### src/design/sgia_pkg.sv
// Package: register map, fields and reset values of the global interrupt aggregator
package sgia_pkg;
    // ********************************************
    // Register offsets (byte addresses)
    // ********************************************
    localparam logic [7:0] SGIA_OFF_GSTAT = 8'h10;
    localparam logic [7:0] SGIA_OFF_GMASK = 8'h14;
    localparam logic [7:0] SGIA_OFF_PSTAT = 8'h18;
    localparam logic [7:0] SGIA_OFF_PMASK = 8'h1c;
    localparam logic [7:0] SGIA_OFF_EVST = 8'h20;
    localparam logic [7:0] SGIA_OFF_EVMSK = 8'h24;
    // ********************************************
    // Field positions and widths
    // ********************************************
    localparam int SGIA_ALE_BIT = 31;
    localparam int SGIA_NPORT = 7;
    localparam logic [6:0] SGIA_PORT_VALID = 7'h6f;
    localparam logic [31:0] SGIA_GMASK_WMASK = 32'h80000000;
    localparam logic [31:0] SGIA_PMASK_WMASK = 32'h0000006f;
    localparam logic [31:0] SGIA_EV_WMASK = 32'h8000006f;
    // ********************************************
    // Reset values
    // ********************************************
    localparam logic SGIA_ALE_MASK_RST = 1'b0;
    localparam logic [6:0] SGIA_PMASK_RST = 7'h00;
    localparam logic [31:0] SGIA_EV_RST = 32'h00000000;
    localparam logic [31:0] SGIA_RDATA_UNMAPPED = 32'h00000000;
    // ********************************************
    // Bus slave states
    // ********************************************
    typedef enum logic [1:0] {
        SGIA_ST_IDLE = 2'b01,
        SGIA_ST_ACK = 2'b10
    } sgia_bus_state_type;
endpackage

### src/design/sgia_edge_flag.sv
// Sticky event flag: set on rising source, write-one-to-clear, set wins
`timescale 1ns/100ps
module sgia_edge_flag (
    // Clock and reset
    input wire logic mclk_in,
    input wire logic rst_in,
    // Event and clear
    input wire logic src_in,
    input wire logic clr_in,
    // Flag
    output logic flag_out
);
    logic src_q;
    logic flag_q;
    logic rise;
    logic flag_d;

    assign rise = src_in & ~src_q;
    // Set beats a clear in the same cycle
    assign flag_d = rise | (flag_q & ~clr_in);
    assign flag_out = flag_q;

    always_ff @(posedge mclk_in or posedge rst_in) begin
        if (rst_in) begin
            src_q <= 1'b0;
            flag_q <= 1'b0;
        end else begin
            src_q <= src_in;
            flag_q <= flag_d;
        end
    end

    a_flag_set_wins: assert property (@(posedge mclk_in) disable iff (rst_in)
        rise |=> flag_q)
        else $error("event rise did not set flag");
endmodule // sgia_edge_flag

### src/design/sgia_top.sv
// Switch global interrupt aggregator with Avalon-MM register slave
// Behaviour
// - Global mask gates global status sources
// - Lookup-engine mask bit 31, reset zero, zero enables
// - Read-only port summary status register
// - Ports 1-4 bits 0-3, 6 bit5, 7 bit6
// - Summary bit one when port requests, reset zero
// - Port mask per port, reset zero, zero enables
// - Summary bit follows port detailed status
// - Global status bit 31 shows lookup-engine status, not gated by the mask
`timescale 1ns/100ps
module sgia_top
    import sgia_pkg::*;
(
    // Clock and reset
    input wire logic mclk_in,
    input wire logic rst_in,
    // Avalon-MM slave
    input wire logic [7:0] avs_address_in,
    input wire logic avs_read_in,
    input wire logic avs_write_in,
    input wire logic [31:0] avs_writedata_in,
    input wire logic [3:0] avs_byteenable_in,
    output logic [31:0] avs_readdata_out,
    output logic avs_waitrequest_out,
    // Interrupt sources
    input wire logic address_lookup_engine_irq_in,
    input wire logic [6:0] port_detail_irq_in,
    // Interrupt outputs
    output logic switch_irq_out,
    output logic event_irq_out
);
    import sgia_pkg::*;

    // ********************************************
    // Register state
    // ********************************************
    sgia_bus_state_type state_q;
    sgia_bus_state_type state_d;
    logic ale_mask_q;
    logic [6:0] port_mask_q;
    logic [6:0] port_stat_q;
    logic ale_stat_q;
    logic [31:0] ev_mask_q;
    logic [31:0] rdata_q;
    logic [31:0] rdata_d;
    logic [31:0] be_mask;
    wire logic [31:0] ev_stat;
    logic [31:0] ev_src;

    // ********************************************
    // Live status capture
    // ********************************************
    // Summary bits follow detailed sources; registered to give a clean read value
    always_ff @(posedge mclk_in or posedge rst_in) begin
        if (rst_in) begin
            port_stat_q <= 7'h00;
            ale_stat_q <= 1'b0;
        end else begin
            port_stat_q <= port_detail_irq_in & SGIA_PORT_VALID;
            ale_stat_q <= address_lookup_engine_irq_in;
        end
    end

    // ********************************************
    // Bus decode
    // ********************************************
    wire req = avs_read_in | avs_write_in;
    wire take = (state_q == SGIA_ST_IDLE) && req;
    // Writes land at the accepting edge, where waitrequest is low
    wire wr_take = (state_q == SGIA_ST_ACK) && avs_write_in;
    wire hit_gmask = avs_address_in == SGIA_OFF_GMASK;
    wire hit_pmask = avs_address_in == SGIA_OFF_PMASK;
    wire hit_gstat = avs_address_in == SGIA_OFF_GSTAT;
    wire hit_pstat = avs_address_in == SGIA_OFF_PSTAT;
    wire hit_evst = avs_address_in == SGIA_OFF_EVST;
    wire hit_evmsk = avs_address_in == SGIA_OFF_EVMSK;
    wire [31:0] gstat_val = {ale_stat_q, 31'h0};
    wire [31:0] gmask_val = {ale_mask_q, 31'h0};
    wire [31:0] pstat_val = {25'h0, port_stat_q};
    wire [31:0] pmask_val = {25'h0, port_mask_q};
    wire [31:0] wdata_be = avs_writedata_in & be_mask;
    wire ev_clr_wr = wr_take && hit_evst;

    assign be_mask = {{8{avs_byteenable_in[3]}}, {8{avs_byteenable_in[2]}},
                      {8{avs_byteenable_in[1]}}, {8{avs_byteenable_in[0]}}};

    // Read mux; unmapped reads answer zero
    assign rdata_d = hit_gstat ? gstat_val :
                     hit_gmask ? gmask_val :
                     hit_pstat ? pstat_val :
                     hit_pmask ? pmask_val :
                     hit_evst ? ev_stat :
                     hit_evmsk ? ev_mask_q : SGIA_RDATA_UNMAPPED;

    // One wait cycle: request taken in IDLE, answered in ACK
    assign state_d = take ? SGIA_ST_ACK : SGIA_ST_IDLE;
    assign avs_waitrequest_out = req && (state_q != SGIA_ST_ACK);
    assign avs_readdata_out = rdata_q;

    always_ff @(posedge mclk_in or posedge rst_in) begin
        if (rst_in) begin
            state_q <= SGIA_ST_IDLE;
            rdata_q <= 32'h00000000;
        end else begin
            state_q <= state_d;
            if (take && avs_read_in) begin
                rdata_q <= rdata_d;
            end
        end
    end

    // ********************************************
    // Mask registers
    // ********************************************
    always_ff @(posedge mclk_in or posedge rst_in) begin
        if (rst_in) begin
            ale_mask_q <= SGIA_ALE_MASK_RST;
            port_mask_q <= SGIA_PMASK_RST;
            ev_mask_q <= SGIA_EV_RST;
        end else begin
            if (wr_take && hit_gmask && avs_byteenable_in[3]) begin
                ale_mask_q <= avs_writedata_in[SGIA_ALE_BIT];
            end
            if (wr_take && hit_pmask && avs_byteenable_in[0]) begin
                port_mask_q <= avs_writedata_in[6:0] & SGIA_PORT_VALID;
            end
            if (wr_take && hit_evmsk) begin
                ev_mask_q <= (ev_mask_q & ~be_mask) | (wdata_be & SGIA_EV_WMASK);
            end
        end
    end

    // ********************************************
    // Combined interrupt
    // ********************************************
    // global and port mask gating
    wire ale_pend = ale_stat_q & ~ale_mask_q;
    wire [6:0] port_pend = port_stat_q & ~port_mask_q;
    assign switch_irq_out = ale_pend | (|port_pend);

    // ********************************************
    // Sticky event status
    // ********************************************
    // Level status can vanish before software looks; these keep the edge
    assign ev_src = {ale_stat_q, 24'h0, port_stat_q};
    wire [31:0] ev_clr = ev_clr_wr ? (wdata_be & SGIA_EV_WMASK) : 32'h0;
    genvar gi;
    generate
        for (gi = 0; gi < 32; gi++) begin : g_ev
            if (SGIA_EV_WMASK[gi]) begin : g_on
                sgia_edge_flag u_flag (
                    .mclk_in(mclk_in),
                    .rst_in(rst_in),
                    .src_in(ev_src[gi]),
                    .clr_in(ev_clr[gi]),
                    .flag_out(ev_stat[gi])
                );
            end else begin : g_off
                assign ev_stat[gi] = 1'b0;
            end
        end
    endgenerate
    assign event_irq_out = |(ev_stat & ~ev_mask_q);

    // ********************************************
    // Checks: bus handshake
    // ********************************************
    // Bus answer after one wait
    a_bus_answer: assert property (@(posedge mclk_in) disable iff (rst_in)
        take |=> (state_q == SGIA_ST_ACK) && !avs_waitrequest_out)
        else $error("bus answer late");
    // Bus wait while taking
    a_bus_wait_take: assert property (@(posedge mclk_in) disable iff (rst_in)
        take |-> avs_waitrequest_out)
        else $error("request taken without wait");
    // Bus idle never stalls
    a_bus_idle: assert property (@(posedge mclk_in) disable iff (rst_in)
        !req |-> !avs_waitrequest_out)
        else $error("waitrequest without a request");
    // Read data held between reads
    a_rdata_hold: assert property (@(posedge mclk_in) disable iff (rst_in)
        !(take && avs_read_in) |=> $stable(avs_readdata_out))
        else $error("read data changed without a read");

    // ********************************************
    // Checks: registers
    // ********************************************
    // mask write stored
    a_gmask_write: assert property (@(posedge mclk_in) disable iff (rst_in)
        (wr_take && hit_gmask && avs_byteenable_in[3])
        |=> ale_mask_q == $past(avs_writedata_in[SGIA_ALE_BIT]))
        else $error("global mask write not stored");
    a_gmask_hold: assert property (@(posedge mclk_in) disable iff (rst_in)
        !(wr_take && hit_gmask && avs_byteenable_in[3]) |=> $stable(ale_mask_q))
        else $error("global mask changed without write");
    a_gmask_read: assert property (@(posedge mclk_in) disable iff (rst_in)
        (take && avs_read_in && hit_gmask)
        |=> avs_readdata_out == {$past(ale_mask_q), 31'h0})
        else $error("global mask read wrong");
    a_pmask_write: assert property (@(posedge mclk_in) disable iff (rst_in)
        (wr_take && hit_pmask && avs_byteenable_in[0])
        |=> port_mask_q == ($past(avs_writedata_in[6:0]) & SGIA_PORT_VALID))
        else $error("port mask write not stored");
    a_pmask_hold: assert property (@(posedge mclk_in) disable iff (rst_in)
        !(wr_take && hit_pmask && avs_byteenable_in[0]) |=> $stable(port_mask_q))
        else $error("port mask changed without write");
    a_pmask_read: assert property (@(posedge mclk_in) disable iff (rst_in)
        (take && avs_read_in && hit_pmask)
        |=> avs_readdata_out == {25'h0, $past(port_mask_q)})
        else $error("port mask read wrong");
    a_pstat_ro: assert property (@(posedge mclk_in) disable iff (rst_in)
        (wr_take && hit_pstat && port_detail_irq_in == 7'h0) |=> port_stat_q == 7'h0)
        else $error("status register took a write");
    a_pstat_read: assert property (@(posedge mclk_in) disable iff (rst_in)
        (take && avs_read_in && hit_pstat)
        |=> avs_readdata_out == {25'h0, $past(port_stat_q)})
        else $error("port status read wrong");
    a_pstat_rsvd: assert property (@(posedge mclk_in) disable iff (rst_in)
        port_stat_q[4] == 1'b0 && port_mask_q[4] == 1'b0)
        else $error("reserved bit 4 set");
    a_rsvd_read: assert property (@(posedge mclk_in) disable iff (rst_in)
        (take && avs_read_in && (hit_pstat || hit_pmask))
        |=> (avs_readdata_out[31:7] == 25'h0) && !avs_readdata_out[4])
        else $error("reserved bits read nonzero");
    // Event mask write stored
    a_evmask_write: assert property (@(posedge mclk_in) disable iff (rst_in)
        (wr_take && hit_evmsk && avs_byteenable_in[0])
        |=> ev_mask_q[6:0] == ($past(avs_writedata_in[6:0]) & SGIA_PORT_VALID))
        else $error("event mask write not stored");

    // ********************************************
    // Checks: status and interrupts
    // ********************************************
    // summary follows detail
    a_pstat_follow: assert property (@(posedge mclk_in) disable iff (rst_in)
        1'b1 |=> port_stat_q == ($past(port_detail_irq_in) & SGIA_PORT_VALID))
        else $error("summary does not follow detail");
    a_pstat_set: assert property (@(posedge mclk_in) disable iff (rst_in)
        (|(port_detail_irq_in & SGIA_PORT_VALID)) |=> (|port_stat_q))
        else $error("port request not reported");
    a_ale_follow: assert property (@(posedge mclk_in) disable iff (rst_in)
        1'b1 |=> ale_stat_q == $past(address_lookup_engine_irq_in))
        else $error("lookup status does not follow source");
    a_gstat_read: assert property (@(posedge mclk_in) disable iff (rst_in)
        (take && avs_read_in && hit_gstat) |=> avs_readdata_out[31] == $past(ale_stat_q))
        else $error("global status read wrong");
    a_irq_unmasked_port: assert property (@(posedge mclk_in) disable iff (rst_in)
        (|(port_stat_q & ~port_mask_q)) |-> switch_irq_out)
        else $error("unmasked port did not raise interrupt");
    a_irq_ale_masked: assert property (@(posedge mclk_in) disable iff (rst_in)
        (ale_mask_q && port_pend == 7'h0) |-> !switch_irq_out)
        else $error("masked lookup engine raised interrupt");
    a_irq_ale_path: assert property (@(posedge mclk_in) disable iff (rst_in)
        (address_lookup_engine_irq_in && !ale_mask_q && !(wr_take && hit_gmask))
        |=> switch_irq_out)
        else $error("lookup engine interrupt lost");
    a_irq_ale_unmasked: assert property (@(posedge mclk_in) disable iff (rst_in)
        ale_pend |-> switch_irq_out)
        else $error("pending lookup engine did not raise interrupt");
    a_irq_all_masked: assert property (@(posedge mclk_in) disable iff (rst_in)
        (!ale_pend && port_pend == 7'h0) |-> !switch_irq_out)
        else $error("interrupt without unmasked source");
    // Unmasked event raises
    a_event_irq: assert property (@(posedge mclk_in) disable iff (rst_in)
        (|(ev_stat & ~ev_mask_q)) |-> event_irq_out)
        else $error("unmasked event did not raise interrupt");

    // ********************************************
    // Coverage of main scenarios
    // ********************************************
    // Raise, mask write, event clear, lookup pending, status read
    c_port_irq: cover property (@(posedge mclk_in) disable iff (rst_in)
        $rose(switch_irq_out));
    c_mask_write: cover property (@(posedge mclk_in) disable iff (rst_in)
        wr_take && hit_gmask);
    c_event_clear: cover property (@(posedge mclk_in) disable iff (rst_in)
        ev_clr_wr && (|ev_stat));
    c_ale_pend: cover property (@(posedge mclk_in) disable iff (rst_in)
        ale_pend);
    c_pstat_read: cover property (@(posedge mclk_in) disable iff (rst_in)
        take && avs_read_in && hit_pstat);
endmodule // sgia_top

### config.mk
export PLATFORM = sky130hd
export DESIGN_NAME = sgia_top
export DESIGN_NICKNAME = d
export VERILOG_FILES = /design/src/design/sgia_pkg.sv /design/src/design/sgia_edge_flag.sv /design/src/design/sgia_top.sv
export SDC_FILE = /design/constraint.sdc
export NUM_CORES = 1
export LEC_CHECK = 0
export BUFFER_PORTS_ARGS = -buffer_cell sky130_fd_sc_hd__buf_2
export CAP_MARGIN = 20
export CORE_MARGIN = 2
export CORE_UTILIZATION = 53
export DETAILED_ROUTE_END_ITERATION = 8
export HOLD_SLACK_MARGIN = 0.05
export PLACE_DENSITY = 0.9
export SLEW_MARGIN = 5
export SYNTH_ARGS = -nofsm -noshare
export SYNTH_HDL_FRONTEND = slang
export SYNTH_SLANG_ARGS = --single-unit
### constraint.sdc
create_clock -name mclk_in -period 3.35 [get_ports mclk_in]
set_input_delay 0.5025 -clock mclk_in [delete_from_list [all_inputs] [get_ports mclk_in]]
set_output_delay 0.5025 -clock mclk_in [all_outputs]
set_load 0.02 [all_outputs]
==> run_results.csv <==
group,metric,value,unit
placement,dpl_cell_area,4089,sq um
die,die_y,87.43,microns
logic_synthesis,synth-main-ff-cell,"dfrtp_1",
sta,finalHoldViolations,0,
grt,grt_overflow,0,
logic_synthesis,syn-num-nets,342,
hold_path,hp-class,"input pin to asynchronous set/reset pin",
logic_synthesis,yosysUniqueCellTypes,38,
logic_synthesis,yosysTopAreaCell,"dfrtp_1",
drt,antenna_left,0,
logic_synthesis,async_flop_share,1.000,
logic_synthesis,yosysSeqAreaShare,0.6381,
logic_synthesis,syn-cell-area,3689,sq um
die,dieWidth,87.43,microns
critical_path,cp-start-kind,"input pin",
sta,drv_slew,0,
grt,grt_pass1_vias,2474,
logic_synthesis,postSynthCellCount,286,
critical_path,cp_slowest_cell,"and3b_1",
power,vdd_ir_drop_max,330.7,uV
logic_synthesis,synthTopCellsByCount,"dfrtp_1 (93), a22o_1 (28), and2_1 (26)",
drt,drt-initial-drc-count,169,
power,leakagePower,2.193,nW
drt,firstDrtPassIters,4,
critical_path,arrival,2270,ps
placement,hpwl,5079,microns
logic_synthesis,synth_edf_count,0,
critical_path,crit_fanout,15,
final_layout,n_antenna_cell,0,
clock_network,numCtsBuffers,9,
final_layout,finalInstanceArea,4304,sq um
die,coreArea,6756,sq um
grt,gr-usage-all-layers,0.2050,
sta,min_period_over_period,0.6040,
critical_path,r2r-start,"state_q[0]",
clock_network,clk_pin_slew,110,ps
sta,rsz0062_at_grt,"no",
clock_network,cts.path.max_buffers,2,
sta,worst_clock_skew,13.96,ps
clock_network,insertion_delay,370,ps
logic_synthesis,netlist.area_leader.share,0.6309,
sta,finalSetupViolCount,0,
clock_network,cts.sinks,94,
job,drv_cap,0,
clock_network,cts_root_buffer,"clkbuf_8",
die,rows,30,
final_layout,drive_gt1_frac,0.3036,
placement,gp_congestion,0.8064,
final_layout,nets,410,
clock_network,cts_resized,0,
drt,viasPerCell,5.797,
logic_synthesis,ys_top_cells_by_area,"dfrtp_1 (63%), a22o_1 (6.6%), mux2_2 (5.2%)",
sta,fmax,494.2,MHz
logic_synthesis,synth_most_common_cell,"dfrtp_1",
die,pin_count,91,
sta,relSlewSlack,0.5578,
critical_path,critPathMaxStageDelay,490,ps
critical_path,ff2ff_path_depth,4,
drt,drc_errors,0,
clock_network,ctsHoldBuffers,0,
critical_path,reg2reg_slack,1460,ps
grt,grt_pass1_wl,12030,microns
grt,antenna_found_initial,0,
power,power_density,500.0,nW/um^2
sta,fin_crit,2024,ps
sta,tightest_slew,660.5,ps
logic_synthesis,yosysWarnings,0,
clock_network,cts_max_level,3,
drt,vias,2545,
critical_path,rr_endpoint,"avs_readdata_out[27]",
drt,wl_per_cell,16.92,microns
critical_path,crit_path_end_kind,"flip-flop",
grt,grt_max_degree,95,
placement,port_buffers,64,
final_layout,syn_to_final_growth,16.69,%
die,initial_core_util,0.5459,
clock_network,cts_tree,"done",
die,die-area,7643,sq um
logic_synthesis,syn_area_per_cell,12.90,sq um
sta,fin_setup_tns,0,ps
critical_path,crit_required,3600,ps
critical_path,critical_path_class,"input pin to flip-flop",
drt,wirelength,7427,microns
logic_synthesis,synth_seq_cells,94,
status,status,"completed",
clock_network,post-cts-setup-buffers,0,
critical_path,crit_chain,"buf_2, nor3_2, and3b_1, nand3_2, mux2_2",
## per-stage QoR
| stage | hold WS, ps | worst slack, ps | instances | utilization | total power [W] |
|---|---|---|---|---|---|
| 2_1_floorplan | 353.7 | 400.5 | 286 | - | 0.001312 |
| 3_3_place_gp | 359.6 | 1010 | 423 | 0.6052 | 0.001375 |
| 3_5_place_dp | 363.0 | 952.5 | 423 | 0.6052 | 0.001383 |
| 4_1_cts | 227.3 | 1338 | 439 | 0.6370 | 0.002158 |
| 5_1_grt | 220.7 | 1233 | 439 | 0.6370 | 0.002224 |
| 6_report | 225.5 | 1327 | 439 | 0.6370 | 0.002152 |
## flip-flops by register name, summed over array words and instances (netlist names), named ones only
register / cells
avs_readdata_out: 32
ev_mask_q: 25
g_ev.g_on.u_flag.flag_out: 7
g_ev.g_on.u_flag.src_q: 7
port_mask_q: 6
port_stat_q: 6
state_q: 2
ale_mask_q: 1
ale_stat_q: 1
## routing by layer
| metal | GRT usage | vias to the layer above | share of wire |
|---|---|---|---|
| met3 | 0.03223 | 13 | 0.048 |
| li1 | - | 1159 | - |
| met2 | 0.3278 | 85 | 0.50 |
| met5 | 0 | - | 0 |
| met1 | 0.2760 | 1288 | 0.44 |
| met4 | 0.09510 | 0 | 0.021 |
## worst max-delay path by stage
stage                     cells past startpoint         startpoint                          to  slack [ps]
after floorplan                               1             rst_in  asynchronous set/reset pin         400
after global placement                        5  avs_address_in[3]                   flip-flop        1010
after detailed placement                      5  avs_address_in[3]                   flip-flop         950
after CTS                                     5     port_stat_q[3]              switch_irq_out        1340
after global routing                          6  avs_address_in[3]         avs_readdata_out[4]        1230
final                                         5  avs_address_in[3]                   flip-flop        1330
## cells in the final DEF (no fill, tap or decap), types with 2 or more instances in the layout
cell type	synthesis	final
a221oi_1	3	3
o2bb2ai_1	2	2
nand3_1	4	4
a21oi_1	10	10
and3b_1	2	2
buf_4	2	3
o22ai_1	2	2
buf_2	0	64
o31ai_1	7	7
inv_1	20	19
a32o_1	6	6
and3_1	2	2
mux2_2	17	17
nor3_1	2	2
clkbuf_8	0	9
nor2b_1	2	2
nand2_1	20	20
a22oi_1	6	6
and2_1	26	26
dfrtp_1	93	93
clkinv_4	0	2
o21ai_0	4	4
nor2_1	4	4
a22o_1	28	28
## area by class of cell
cell class	instances	area (sq um)
fill	512	2452
sequential	94	2354
timing repair buffer	68	362.8
tap	80	100.1
inverter	20	76.32
clock inverter	7	91.34
clock buffer	9	123.9
multi-input combinational	161	1196
## kinds of logic after synthesis
kind of cell	count (synthesis)	share of synthesized area
multiplexers	17	0.05190
buffers and inverters	31	0.03765
AO/OA/AOI/OAI	73	0.1543
AND/OR/NAND/NOR	71	0.1180
flip-flops	94	0.6381
## worst max-delay path: cells and delay by family
kind | cells | cell delay [ps]
muxes | 1 | 340
and+or+nand+nor | 3 | 1220
buffers and inverters | 1 | 200
## power by group
| group | switching (W) | internal (W) |
|---|---|---|
| clock | 0.000427 | 0.000361 |
| sequential | 0.0000204 | 0.00116 |
| combinational | 0.000129 | 0.0000514 |
(Power assumes the default switching activity.)
